### config.mk
export PLATFORM = sky130hd
export DESIGN_NAME = art_timer
export DESIGN_NICKNAME = d
export VERILOG_FILES = /design/src/hw/art_timer.v
export VERILOG_INCLUDE_DIRS = /design/src /design/src/include
export SDC_FILE = /design/constraint.sdc
export NUM_CORES = 1
export LEC_CHECK = 0
export BUFFER_PORTS_ARGS = -buffer_cell sky130_fd_sc_hd__clkbuf_2
export CAP_MARGIN = 5
export CORE_MARGIN = 2
export CORE_UTILIZATION = 60
export DETAILED_ROUTE_END_ITERATION = 8
export PLACE_DENSITY = 0.95
export RECOVER_POWER = 100
export SLEW_MARGIN = 20
export SYNTH_ARGS = -nofsm -noshare
export SYNTH_HDL_FRONTEND = slang
export SYNTH_SLANG_ARGS = --single-unit
### constraint.sdc
create_clock -name clk -period 4.5 [get_ports clk]
set_clock_uncertainty 0.05 [all_clocks]
set_input_delay 0.675 -clock clk [delete_from_list [all_inputs] [get_ports clk]]
set_output_delay 0.675 -clock clk [all_outputs]
set_load 0.01 [all_outputs]
### src/include/art_map.vh
// Register map, field positions and constants of the reload timer
`ifndef ART_MAP_VH
`define ART_MAP_VH

// Word addresses on the Avalon-MM port (address is word index)
`define ART_ADDR_CTRL      4'h0
`define ART_ADDR_CNT_LO    4'h1
`define ART_ADDR_CNT_HI    4'h2
`define ART_ADDR_RLD_LO    4'h3
`define ART_ADDR_RLD_HI    4'h4
`define ART_ADDR_CLKCTL    4'h5
`define ART_ADDR_IRQEN     4'h6

// Counter control register fields
`define ART_CTRL_HOVF      7
`define ART_CTRL_LOVF      6
`define ART_CTRL_LIEN      5
`define ART_CTRL_CAPEN     4
`define ART_CTRL_SPLIT     3
`define ART_CTRL_RUN       2
`define ART_CTRL_XCLK      0

// Clock control register fields
`define ART_CLK_HFAST      5
`define ART_CLK_LFAST      4

// Interrupt enable register field
`define ART_IE_CNT         5

// Reset values and dividers
`define ART_BYTE_ZERO      8'h00
`define ART_BYTE_ONES      8'hff
`define ART_DIV12_LAST     4'hb
`define ART_DIV8_LAST      3'h7
`define ART_WORD_ZERO      32'h0000_0000

`endif

### src/hw/art_timer.v
// Auto-reload 16/8-bit timer with slow oscillator capture
`include "art_map.vh"
`timescale 1ns/10ps
`default_nettype none

module art_timer (
  input  wire        clk,
  input  wire        rstn,
  input  wire [3:0]  avs_address,
  input  wire        avs_read,
  input  wire        avs_write,
  input  wire [31:0] avs_writedata,
  input  wire [3:0]  avs_byteenable,
  output reg  [31:0] avs_readdata,
  output wire        avs_waitrequest,
  output reg  [1:0]  avs_response,
  input  wire        ext_osc,
  input  wire        slow_osc,
  output wire        irq_request
);

  ////////////////////////////////////////////////////////////////////////
  // Register state
  reg [7:0] count_low_byte_reg;
  reg [7:0] count_high_byte_reg;
  reg [7:0] reload_low_byte_reg;
  reg [7:0] reload_high_byte_reg;
  reg       high_overflow_flag_reg;
  reg       low_overflow_flag_reg;
  reg       low_overflow_irq_enable_reg;
  reg       slow_osc_capture_enable_reg;
  reg       split_mode_select_reg;
  reg       high_byte_run_reg;
  reg       external_clock_select_reg;
  reg       high_byte_fast_clock_select_reg;
  reg       low_byte_fast_clock_select_reg;
  reg       counter_irq_enable_reg;
  reg       ack_reg;

  ////////////////////////////////////////////////////////////////////////
  // Synchronisers and tick generation
  reg [1:0] ext_sync_reg;
  reg       ext_last_reg;
  reg [2:0] ext_div_reg;
  reg [1:0] slow_sync_reg;
  reg       slow_last_reg;
  reg [3:0] div12_reg;

  wire ext_rise;
  wire ext_tick;
  wire div12_tick;
  wire slow_fall;

  // two-stage synchroniser, edge seen after second stage
  always @(posedge clk) begin
    if (!rstn) begin
      ext_sync_reg  <= 2'h0;
      ext_last_reg  <= 1'h0;
      slow_sync_reg <= 2'h0;
      slow_last_reg <= 1'h0;
    end else begin
      ext_sync_reg  <= {ext_sync_reg[0], ext_osc};
      ext_last_reg  <= ext_sync_reg[1];
      slow_sync_reg <= {slow_sync_reg[0], slow_osc};
      slow_last_reg <= slow_sync_reg[1];
    end
  end

  assign ext_rise = ext_sync_reg[1] & ~ext_last_reg;
  assign slow_fall = ~slow_sync_reg[1] & slow_last_reg;

  // free-running dividers for the slow sources
  always @(posedge clk) begin
    if (!rstn) begin
      div12_reg   <= 4'h0;
      ext_div_reg <= 3'h0;
    end else begin
      if (div12_reg == `ART_DIV12_LAST)
        div12_reg <= 4'h0;
      else
        div12_reg <= div12_reg + 4'h1;
      if (ext_rise)
        ext_div_reg <= ext_div_reg + 3'h1;
    end
  end

  assign div12_tick = (div12_reg == `ART_DIV12_LAST);
  assign ext_tick   = ext_rise & (ext_div_reg == `ART_DIV8_LAST);

  ////////////////////////////////////////////////////////////////////////
  // Per-byte clock selection
  wire slow_src;
  wire low_tick;
  wire high_tick;

  // fast select wins, else external bit picks divider
  assign slow_src  = external_clock_select_reg ? ext_tick : div12_tick;
  assign low_tick  = low_byte_fast_clock_select_reg ? 1'b1 : slow_src;
  assign high_tick = high_byte_fast_clock_select_reg ? 1'b1 : slow_src;

  ////////////////////////////////////////////////////////////////////////
  // Counting engine
  reg  [7:0] cnt_lo_next;
  reg  [7:0] cnt_hi_next;
  reg        set_hovf;
  reg        set_lovf;
  reg        capture;
  wire       low_en;
  wire       low_wrap;
  wire       high_wrap16;
  wire       high_wrap8;

  // low byte always runs in split mode
  assign low_en = split_mode_select_reg ? low_tick
                                        : (low_tick & high_byte_run_reg);
  assign low_wrap    = low_en & (count_low_byte_reg == `ART_BYTE_ONES);
  assign high_wrap16 = low_wrap & (count_high_byte_reg == `ART_BYTE_ONES);
  assign high_wrap8  = high_tick & high_byte_run_reg &
                       (count_high_byte_reg == `ART_BYTE_ONES);

  // Next count, reload and flag events for the present mode
  always @* begin
    cnt_lo_next = count_low_byte_reg;
    cnt_hi_next = count_high_byte_reg;
    set_hovf    = 1'b0;
    set_lovf    = 1'b0;
    // in 16-bit mode, capture enable replaces the reload on wrap
    capture     = slow_osc_capture_enable_reg & slow_fall;
    if (split_mode_select_reg) begin
      // each byte reloads from its own register
      if (low_en)
        cnt_lo_next = low_wrap ? reload_low_byte_reg
                               : count_low_byte_reg + 8'h01;
      if (high_tick & high_byte_run_reg)
        cnt_hi_next = high_wrap8 ? reload_high_byte_reg
                                 : count_high_byte_reg + 8'h01;
      // each byte wrap sets its flag
      set_lovf = low_wrap;
      set_hovf = high_wrap8;
    end else begin
      // low carry advances the high byte
      if (low_en) begin
        cnt_lo_next = count_low_byte_reg + 8'h01;
        if (low_wrap)
          cnt_hi_next = count_high_byte_reg + 8'h01;
      end
      // full wrap reloads the pair, sets high flag
      if (high_wrap16 & ~slow_osc_capture_enable_reg) begin
        cnt_lo_next = reload_low_byte_reg;
        cnt_hi_next = reload_high_byte_reg;
      end
      set_lovf = low_wrap;
      set_hovf = high_wrap16 & ~slow_osc_capture_enable_reg;
    end
    // falling edge captures and sets high flag
    if (capture)
      set_hovf = 1'b1;
  end

  ////////////////////////////////////////////////////////////////////////
  // Bus decode
  wire       wr_hit;
  wire       acc;
  wire       be0;
  wire [7:0] wd;

  assign acc    = (avs_read | avs_write) & ~ack_reg;
  // Write lands at the edge where waitrequest is sampled low
  assign wr_hit = avs_write & ack_reg;
  assign be0    = avs_byteenable[0];
  assign wd     = avs_writedata[7:0];
  // One wait cycle, answer on the second edge
  assign avs_waitrequest = (avs_read | avs_write) & ~ack_reg;

  // Registers: hardware updates, software writes win on data fields
  always @(posedge clk) begin
    if (!rstn) begin
      count_low_byte_reg              <= `ART_BYTE_ZERO;
      count_high_byte_reg             <= `ART_BYTE_ZERO;
      reload_low_byte_reg             <= `ART_BYTE_ZERO;
      reload_high_byte_reg            <= `ART_BYTE_ZERO;
      high_overflow_flag_reg          <= 1'b0;
      low_overflow_flag_reg           <= 1'b0;
      low_overflow_irq_enable_reg     <= 1'b0;
      slow_osc_capture_enable_reg     <= 1'b0;
      split_mode_select_reg           <= 1'b0;
      high_byte_run_reg               <= 1'b0;
      external_clock_select_reg       <= 1'b0;
      high_byte_fast_clock_select_reg <= 1'b0;
      low_byte_fast_clock_select_reg  <= 1'b0;
      counter_irq_enable_reg          <= 1'b0;
      ack_reg                         <= 1'b0;
    end else begin
      ack_reg              <= acc;
      count_low_byte_reg   <= cnt_lo_next;
      count_high_byte_reg  <= cnt_hi_next;
      if (capture) begin
        reload_low_byte_reg  <= count_low_byte_reg;
        reload_high_byte_reg <= count_high_byte_reg;
      end
      if (wr_hit & be0) begin
        case (avs_address)
          `ART_ADDR_CNT_LO: count_low_byte_reg   <= wd;
          `ART_ADDR_CNT_HI: count_high_byte_reg  <= wd;
          `ART_ADDR_RLD_LO: reload_low_byte_reg  <= wd;
          `ART_ADDR_RLD_HI: reload_high_byte_reg <= wd;
          `ART_ADDR_CTRL: begin
            low_overflow_irq_enable_reg <= wd[`ART_CTRL_LIEN];
            slow_osc_capture_enable_reg <= wd[`ART_CTRL_CAPEN];
            // software keeps this clear while capturing
            split_mode_select_reg       <= wd[`ART_CTRL_SPLIT];
            high_byte_run_reg           <= wd[`ART_CTRL_RUN];
            external_clock_select_reg   <= wd[`ART_CTRL_XCLK];
          end
          `ART_ADDR_CLKCTL: begin
            high_byte_fast_clock_select_reg <= wd[`ART_CLK_HFAST];
            low_byte_fast_clock_select_reg  <= wd[`ART_CLK_LFAST];
          end
          `ART_ADDR_IRQEN: counter_irq_enable_reg <= wd[`ART_IE_CNT];
          default: ;
        endcase
      end
      // only software clears; a new event wins
      if (wr_hit & be0 & (avs_address == `ART_ADDR_CTRL)) begin
        high_overflow_flag_reg <= wd[`ART_CTRL_HOVF] | set_hovf;
        low_overflow_flag_reg  <= wd[`ART_CTRL_LOVF] | set_lovf;
      end else begin
        high_overflow_flag_reg <= high_overflow_flag_reg | set_hovf;
        low_overflow_flag_reg  <= low_overflow_flag_reg | set_lovf;
      end
    end
  end

  ////////////////////////////////////////////////////////////////////////
  // Read data and response
  reg [7:0] rd_byte;
  reg       rd_ok;

  // Read mux; unused control bit reads zero
  always @* begin
    rd_byte = `ART_BYTE_ZERO;
    rd_ok   = 1'b1;
    case (avs_address)
      `ART_ADDR_CTRL: begin
        rd_byte[`ART_CTRL_HOVF]  = high_overflow_flag_reg;
        rd_byte[`ART_CTRL_LOVF]  = low_overflow_flag_reg;
        rd_byte[`ART_CTRL_LIEN]  = low_overflow_irq_enable_reg;
        rd_byte[`ART_CTRL_CAPEN] = slow_osc_capture_enable_reg;
        rd_byte[`ART_CTRL_SPLIT] = split_mode_select_reg;
        rd_byte[`ART_CTRL_RUN]   = high_byte_run_reg;
        rd_byte[`ART_CTRL_XCLK]  = external_clock_select_reg;
      end
      `ART_ADDR_CNT_LO: rd_byte = count_low_byte_reg;
      `ART_ADDR_CNT_HI: rd_byte = count_high_byte_reg;
      `ART_ADDR_RLD_LO: rd_byte = reload_low_byte_reg;
      `ART_ADDR_RLD_HI: rd_byte = reload_high_byte_reg;
      `ART_ADDR_CLKCTL: begin
        rd_byte[`ART_CLK_HFAST] = high_byte_fast_clock_select_reg;
        rd_byte[`ART_CLK_LFAST] = low_byte_fast_clock_select_reg;
      end
      `ART_ADDR_IRQEN: rd_byte[`ART_IE_CNT] = counter_irq_enable_reg;
      default: rd_ok = 1'b0;
    endcase
  end

  // Registered read data so it stands at the answering edge
  always @(posedge clk) begin
    if (!rstn) begin
      avs_readdata <= `ART_WORD_ZERO;
      avs_response <= 2'h0;
    end else if (acc) begin
      avs_readdata <= {24'h000000, rd_byte};
      avs_response <= rd_ok ? 2'h0 : 2'h3;
    end
  end

  ////////////////////////////////////////////////////////////////////////
  // Interrupt request to the processor
  // high overflow with counter enable
  // low overflow adds when low enable set
  // level stays until software clears flags or enables
  assign irq_request = counter_irq_enable_reg &
                       (high_overflow_flag_reg |
                        (low_overflow_irq_enable_reg &
                         low_overflow_flag_reg));

endmodule // art_timer

`default_nettype wire

# Word level (Yosys, flattened, before mapping)
# Index checks and enable logic that the tools add are counted.
word_totals:
  register_bits: 66
  output_inout_bits: 36
  wordCells: 107
classes:
  add_sub_neg: 4
  eq_ne: 10
  mux: 37
  bitwise: 27
  n_reduce_logical: 6
op_table:
  columns: ["op", "n"]
  rows:
  - ["8-bit two-way mux", 21]
  - ["2-bit one-hot mux with 5 select lines", 2]
  - ["8-bit by 1-bit adder with 8-bit output (second input constant)", 2]
  - ["1-bit bitwise AND", 16]
  - ["8-bit == test (second input constant)", 2]
  - ["4-bit by 3-bit == test with 1-bit output (second input constant)", 3]
  - ["1-bit two-way mux", 9]
  - ["4-bit by 2-bit == test with 1-bit output (second input constant)", 2]
  - ["1-bit one-hot mux with 7 select lines", 1]
  - ["7-bit OR reduction", 1]
  - ["1-bit bitwise OR", 6]
  - ["1-bit one-hot mux with 6 select lines", 1]
  - ["2-bit AND reduction", 3]
  - ["1-bit NOT", 5]
  - ["1-bit one-hot mux with 5 select lines", 1]
  - ["4-bit by 1-bit adder with 4-bit output (second input constant)", 1]
  - ["4-bit by 1-bit == test with 1-bit output (second input constant)", 1]
  - ["4-bit == test (second input constant)", 1]
  - ["4-bit zero test", 1]
  - ["1-bit one-hot mux with 4 select lines", 1]
  - ["3-bit by 1-bit adder with 3-bit output (second input constant)", 1]
  - ["3-bit == test (second input constant)", 1]
  - ["2-bit two-way mux", 1]
  - ["2-bit OR reduction", 1]

# Longest topological paths before layout
# Gate-level depths: netlist (run 1).
logic_depth:
  word_depth: 14
  depth_mapped: 9

# Least setup slack after synthesis (run 1)
# OpenSTA, ideal clock, no wires.
synth_path:
  path_type: "input-to-output"
  start: "input port avs_write"
  end: "output port avs_waitrequest"
  arrival_ps: 1421
  required_time_ps: 3775
  setup_slack_ps: 2354
  cell_stages: 4
  n_path_buf: 1
  path_cell_list: "nor2_1 > or2_2 > inv_1 > buf_1"
synth_via:
  elab_chain_len: 2
synth_rtl:
  columns: ["element", "line_no", "source"]
  rows:
  - ["from (decl)", "art_timer.v:11", "input wire avs_write,"]
  - ["1-bit bitwise OR", "art_timer.v:173", "assign avs_waitrequest = (avs_read | avs_write) & ~ack_reg;"]
  - ["1-bit bitwise AND", "art_timer.v:173", null]
  - ["to (decl)", "art_timer.v:15", "output wire avs_waitrequest,"]
# No other way between the ends.

# Final worst setup path (run 1)
layout_path:
  start: "input port avs_address[2]"
  end: "register count_high_byte_reg[5]"
layout_via:
  elab_chain_len: 3
layout_rtl:
  columns: ["element", "line_no", "source"]
  rows:
  - ["from (decl)", "art_timer.v:9", "input wire [3:0] avs_address,"]
  - ["4-bit by 2-bit == test with 1-bit output", "art_timer.v:202", "case (avs_address)"]
  - ["8-bit two-way mux", "art_timer.v:202", null]
  - ["8-bit two-way mux", "art_timer.v:201", "if (wr_hit & be0) begin"]
  - ["to (signal assigned)", "art_timer.v:179", "count_high_byte_reg <= `ART_BYTE_ZERO;"]
  - ["to (signal assigned)", "art_timer.v:196", "count_high_byte_reg <= cnt_hi_next;"]
  - ["to (signal assigned)", "art_timer.v:204", "`ART_ADDR_CNT_HI: count_high_byte_reg <= wd;"]
  - ["to (decl)", "art_timer.v:25", "reg [7:0] count_high_byte_reg;"]
# No other way between the ends.
# A chain may end at the register's enable or synchronous reset.

==> impl_metrics.yaml, run 1 <==
outcome:
  status: "finished with violations"
  violations: "max-capacitance violations, max-slew violations"
flow_run:
  drv_cap: 1
timing:
  period_share: 0.797
  finalCriticalPeriod_ns: 3.59
  hold_violations: 0
  relSlewSlack: -0.0974
  max_slew.worst_pin.slew_ns: 1.62
  fmax_ghz: 0.279
  tns_ns: 0
  drv_slew: 10
  setup_viol: 0
  rsz0062_at_grt: "no"
setup_path:
  worstSetupEndpointType: "register"
  start_kind: "input pin"
  crit_top_cell: "nand2_1"
  startpoint: "avs_address[2]"
  r2r_end: "count_high_byte_reg[2]"
  path_cells: "clkbuf_1 -> nor4b_1 -> nand2_1 -> nand2_1 -> a221oi_1 -> a2bb2oi_1 -> nor2_1"
  cp.buffers_inverters: 1
  crit_type: "input pin to register"
  path_depth: 7
  max_stage_delay_ns: 1.40
  cp-endpoint: "count_high_byte_reg[5]"
  cp_slowest_cell: "nor4b_1"
  cp_data_arrival_time_ns: 3.83
  reg2reg_slack_ns: 1.39
  reg2reg_depth: 6
  crit_family: "simple AND/OR/NAND/NOR gates"
  critPathMaxFanout: 14
  cp.required_ns: 4.74
  r2r_start: "count_high_byte_reg[0]"
clocking:
  path_clk_slew_ns: 0.08
  post_cts_resized: 0
  root_buffer: "clkbuf_8"
  clock_latency_ns: 0.36
  holdBufCountCts: 0
  cts_sinks: 65
  h-tree-depth: 3
  numCtsBuffers: 9
  cts_tree: "yes"
  postCtsSetupBuffers: 0
  cts_max_path_buffers: 2
die:
  num_io_pins: 82
  die_width_um: 85.7
  dieArea_sq_um: 7340
  coreArea_sq_um: 6390
  num_rows: 29
  initial_core_util: 0.627
  die_h_um: 85.7
routing:
  drcViolationCount: 0
  antenna_left: 0
  dr.pass1.iters: 7
  top_layer: "met4"
  met1_length_um: 4460
  viasPerCell: 7.05
  wl_met3_um: 1600
  wl_per_cell_um: 21.0
  drt_wl_total_um: 12100
  via_count: 4053
  drtIter0Drc: 858
  met2_length_um: 5270
grt:
  grt.total_usage: 0.332
  grt_pass1_wl_um: 19200
  grt_pass1_vias: 3779
  antenna_found_initial: 0
  grt_max_degree: 34
  overflow: 0
power:
  powerDensity_nw_per_um2: 318
  worst_ir_drop_vdd_uv: 330
  power_leakage_nw: 1.63
yosys:
  synth_top_area_frac: 0.325
  ys_seq_area_frac: 0.325
  synth_xor_area_frac: 0.0109
  synth_area_sq_um: 4000
  async_flop_share: 0
  synth_warnings: 0
  synth_compound_area_frac: 0.238
  synth_edf_count: 0
  ys_seq_elements: 65
  synthAdderAreaFrac: 0.0156
  syn_inst: 490
  ys_types: 66
  syn_area_per_cell_sq_um: 8.17
  synth_top_family_by_area: "compound AO/OA/AOI/OAI gates"
  yosysTopAreaCell: "dfxtp_1"
  yosys.area_share.simple: 0.224
  synthTopCellsByArea: "dfxtp_1 33%, mux2i_1 9.3%, buf_4 4.7%"
  synth_mux_area_frac: 0.0953
  ys.flop_type: "dfxtp_1"
finish:
  area_growth_pct: 4.69
  layout.nets: 544
  fin_cells: 575
  drive_gt1_frac: 0.0843
  diodes: 0
placement:
  gp_congestion: 1.00
  dp_cells: 559
  dp_hpwl_um: 7870
  io_buffers: 30
hold_path:
  hold_path_class: "register to register"
==> area by class of cell <==
type,instances,area (sq um)
Clock buffer,10,138
Sequential cell,65,1300
Inverter,4,15.0
Multi-Input combinational cell,383,2390
Timing Repair Buffer,30,133
Clock inverter,6,114
Fill cell,485,2200
Tap cell,77,96.3
==> through the flow <==
stage	cell area, sq um	hold WS [ns]	power [mW]	setup slack, ns	util
floorplan	4090	0.362	0.681	2.35	-
global placement	3990	0.366	0.695	1.90	0.624
detailed placement	3990	0.375	0.699	1.86	0.624
CTS	4240	0.398	1.32	1.87	0.664
global route	4190	0.415	1.36	0.814	0.656
finish	4190	0.394	1.33	0.911	0.656
==> metal layers <==
layer	vias to the layer above	global-route usage
li1	1764	-
met3	88	0.0751
met4	0	0.203
met1	1833	0.429
met5	-	0
met2	368	0.503
==> synth_stat cells, types with 7 or more instances <==
cell / number
a211oi_1: 18
a21oi_1: 30
a221oi_1: 10
a31oi_1: 11
and2_1: 8
and3_1: 7
buf_2: 15
buf_4: 25
clkbuf_1: 18
dfxtp_1: 65
mux2i_1: 37
nand2_1: 36
nand3_1: 20
nor2_1: 49
o21ai_0: 37
==> cells in the final DEF (no fill, tap or decap), types with 5 or more instances in the layout <==
cell type  synthesis  final
a21oi_1           30     31
ha_1               5      5
o21ai_1            6      5
clkbuf_1          18     14
a22oi_1            5      5
clkbuf_2           0     16
nor3_1             6      7
mux2i_1           37     37
o21ai_0           37     38
conb_1             1     24
dfxtp_1           65     65
a211oi_1          18     18
nand4_1            6      6
clkbuf_8           0     10
and3_1             7      7
nor2_1            49     49
a221oi_1          10     10
nand2_1           36     36
and2_1             8      6
nand3_1           20     20
a31oi_1           11     11
==> kinds of logic (layout without fill, tap and decap cells) <==
family | Yosys count | count (layout)
buffers and inverters | 65 | 50
other | 1 | 24
xor gates and xnor gates | 5 | 5
DFF | 65 | 65
adders and majority gates | 5 | 5
muxes | 38 | 38
and+or+nand+nor | 166 | 166
AOI/OAI and AO/OA | 145 | 145
==> power by group <==
group	internal, mW	leakage (nW)	switching (mW)
registers	0.588	0.527	0.0103
logic	0.0257	0.980	0.0636
clock network	0.385	0.119	0.260
==> worst min path at each step <==
stage	startpoint	to	slack, ns	cells past startpoint
floorplan	ext_sync_reg[0]	ext_sync_reg[1]	0.36	1
global placement	ext_sync_reg[0]	ext_sync_reg[1]	0.37	1
detailed placement	slow_sync_reg[0]	slow_sync_reg[1]	0.37	1
CTS	div12_reg[0]	div12_reg[0]	0.40	1
global route	slow_sync_reg[0]	slow_sync_reg[1]	0.42	1
finish	div12_reg[0]	div12_reg[0]	0.39	1
==> worst reg2reg max path, cell delays in order, from the launching register on <==
cell and delay (ns):
dfxtp_1 0.61, ha_1 0.43, nand3_1 0.23, or3_1 0.51
nor3_1 0.75, a222oi_1 0.25, o21ai_0 0.22
(Power assumes the default switching activity.)
==> inputs of run 2 (changes only) <==
CORE_UTILIZATION = 50   (was 60)
PLACE_DENSITY = 0.87   (was 0.95)
clock period = 3.1 ns   (was 4.5 ns; I/O delays follow)
==> impl_metrics.yaml, run 2 (synthesis results as in run 1) <==
outcome:
  status: "completed"
finish:
  diodes: 0
  num-fill-cells: 674
  seq_area_sq_um: 1300
  most-common-layout-cells: "65 x dfxtp_1, 49 x nor2_1, 38 x o21ai_0, 37 x mux2i_1, 37 x nand2_1"
  layout.nets: 549
  area_growth_pct: 7.22
  mostFrequentLayoutCell: "dfxtp_1"
  multi_input_area_sq_um: 2410
  drive_gt1_frac: 0.0954
die:
  initial_core_util: 0.518
  num_io_pins: 82
  coreArea_sq_um: 7730
  num_rows: 32
  die_width_um: 93.5
  dieArea_sq_um: 8740
  die_h_um: 93.5
placement:
  dp_hpwl_um: 7830
  place_ws_ns: 0.563
  gp_congestion: 0.965
  io_buffers: 30
grt:
  met1_usage: 0.343
  use_met2: 0.416
  grt.total_usage: 0.267
  use_met3: 0.0516
  overflow: 0
  grt_pass1_vias: 3738
  antenna_found_initial: 0
  grt_max_degree: 34
  grt_pass1_wl_um: 18200
  grt_busiest_layer: "met2"
hold_path:
  hold-path-cell-count: 2
  worstHoldStart: "ext_osc"
  hold_path_class: "input pin to register"
  hold_end: "ext_sync_reg[0]"
clocking:
  root_buffer: "clkbuf_8"
  numCtsBuffers: 9
  postCtsSetupBuffers: 0
  holdBufCountCts: 0
  h-tree-depth: 3
  clock_latency_ns: 0.36
  cts_sinks: 65
  path_clk_slew_ns: 0.07
  cts_max_path_buffers: 2
  cts_tree: "yes"
  post_cts_resized: 0
setup_path:
  r2r_end: "count_high_byte_reg[2]"
  reg2reg_depth: 8
  crit_type: "register to register"
  critPathMaxFanout: 9
  r2r_start: "ext_div_reg[0]"
  cp.required_ns: 3.33
  reg2reg_slack_ns: 0.26
  worstSetupEndpointType: "register"
  cp_data_arrival_time_ns: 3.07
  start_kind: "register"
routing:
  viasPerCell: 6.57
  drt_wl_total_um: 11500
  antenna_left: 0
  drcViolationCount: 0
  wl_per_cell_um: 19.1
  dr.pass1.iters: 5
  via_count: 3976
  drtIter0Drc: 545
timing:
  relSlewSlack: 0.0935
  max_slew.worst_pin.slew_ns: 1.36
  fmax_ghz: 0.352
  fin_ws_ns: 0.261
  period_share: 0.916
  drv_slew: 0
  finalCriticalPeriod_ns: 2.84
  tns_ns: 0
  hold_violations: 0
  rsz0062_at_grt: "no"
  setup_viol: 0
power:
  powerDensity_nw_per_um2: 459
  worst_ir_drop_vdd_uv: 419
  power_leakage_nw: 1.65
flow_run:
  drv_cap: 0
==> run 2: routing by layer <==
metal	vias up	share of wire
li1	1774	-
met1	1812	0.38
met2	318	0.45
met3	72	0.12
met4	0	0.056
met5	-	0
==> run 2: stage by stage <==
stage	cell area, sq um	utilization	std cells	hold WS [ns]	total power [mW]
finish	4290	0.555	605	0.265	1.97
global route	4290	0.555	605	0.269	2.02
CTS	4320	0.559	605	0.265	1.97
detailed placement	4060	0.525	589	0.368	1.01
global placement	4060	0.525	589	0.365	1.01
floorplan	4090	-	513	0.362	0.989
==> run 2: cell type report <==
cell class,instances,area share
Tap cell,102,0.0297
Multi-Input combinational cell,383,0.562
Clock inverter,7,0.0329
Clock buffer,9,0.0289
Sequential cell,65,0.303
Inverter,4,0.00350
Timing Repair Buffer,35,0.0397
==> run 2: worst max-delay path: stages (launching register included) <==
cell	delay, ns
dfxtp_1	0.35
ha_1	0.16
ha_1	0.14
and4b_1	0.35
o32a_1	0.52
nand2_1	0.37
nor3_4	0.45
a222oi_1	0.19
o21ai_0	0.17
==> run 2: power by group <==
part           internal, mW  switching, mW  total [mW]
sequential            0.853         0.0134       0.867
combinational        0.0382         0.0896       0.128
clock                 0.617          0.359       0.976
==> run 2: worst max path at each step <==
stage / startpoint / end / slack [ns] / depth (start not counted)
finish: ext_div_reg[0] / count_high_byte_reg[2] / 0.26 / 8
global placement: count_high_byte_reg[0] / count_high_byte_reg[2] / 0.59 / 6
floorplan: ext_div_reg[0] / count_high_byte_reg[2] / 1.00 / 9
detailed placement: count_high_byte_reg[0] / count_high_byte_reg[2] / 0.56 / 6
global route: ext_div_reg[0] / count_high_byte_reg[2] / 0.16 / 8
CTS: count_high_byte_reg[0] / count_high_byte_reg[2] / 0.54 / 6
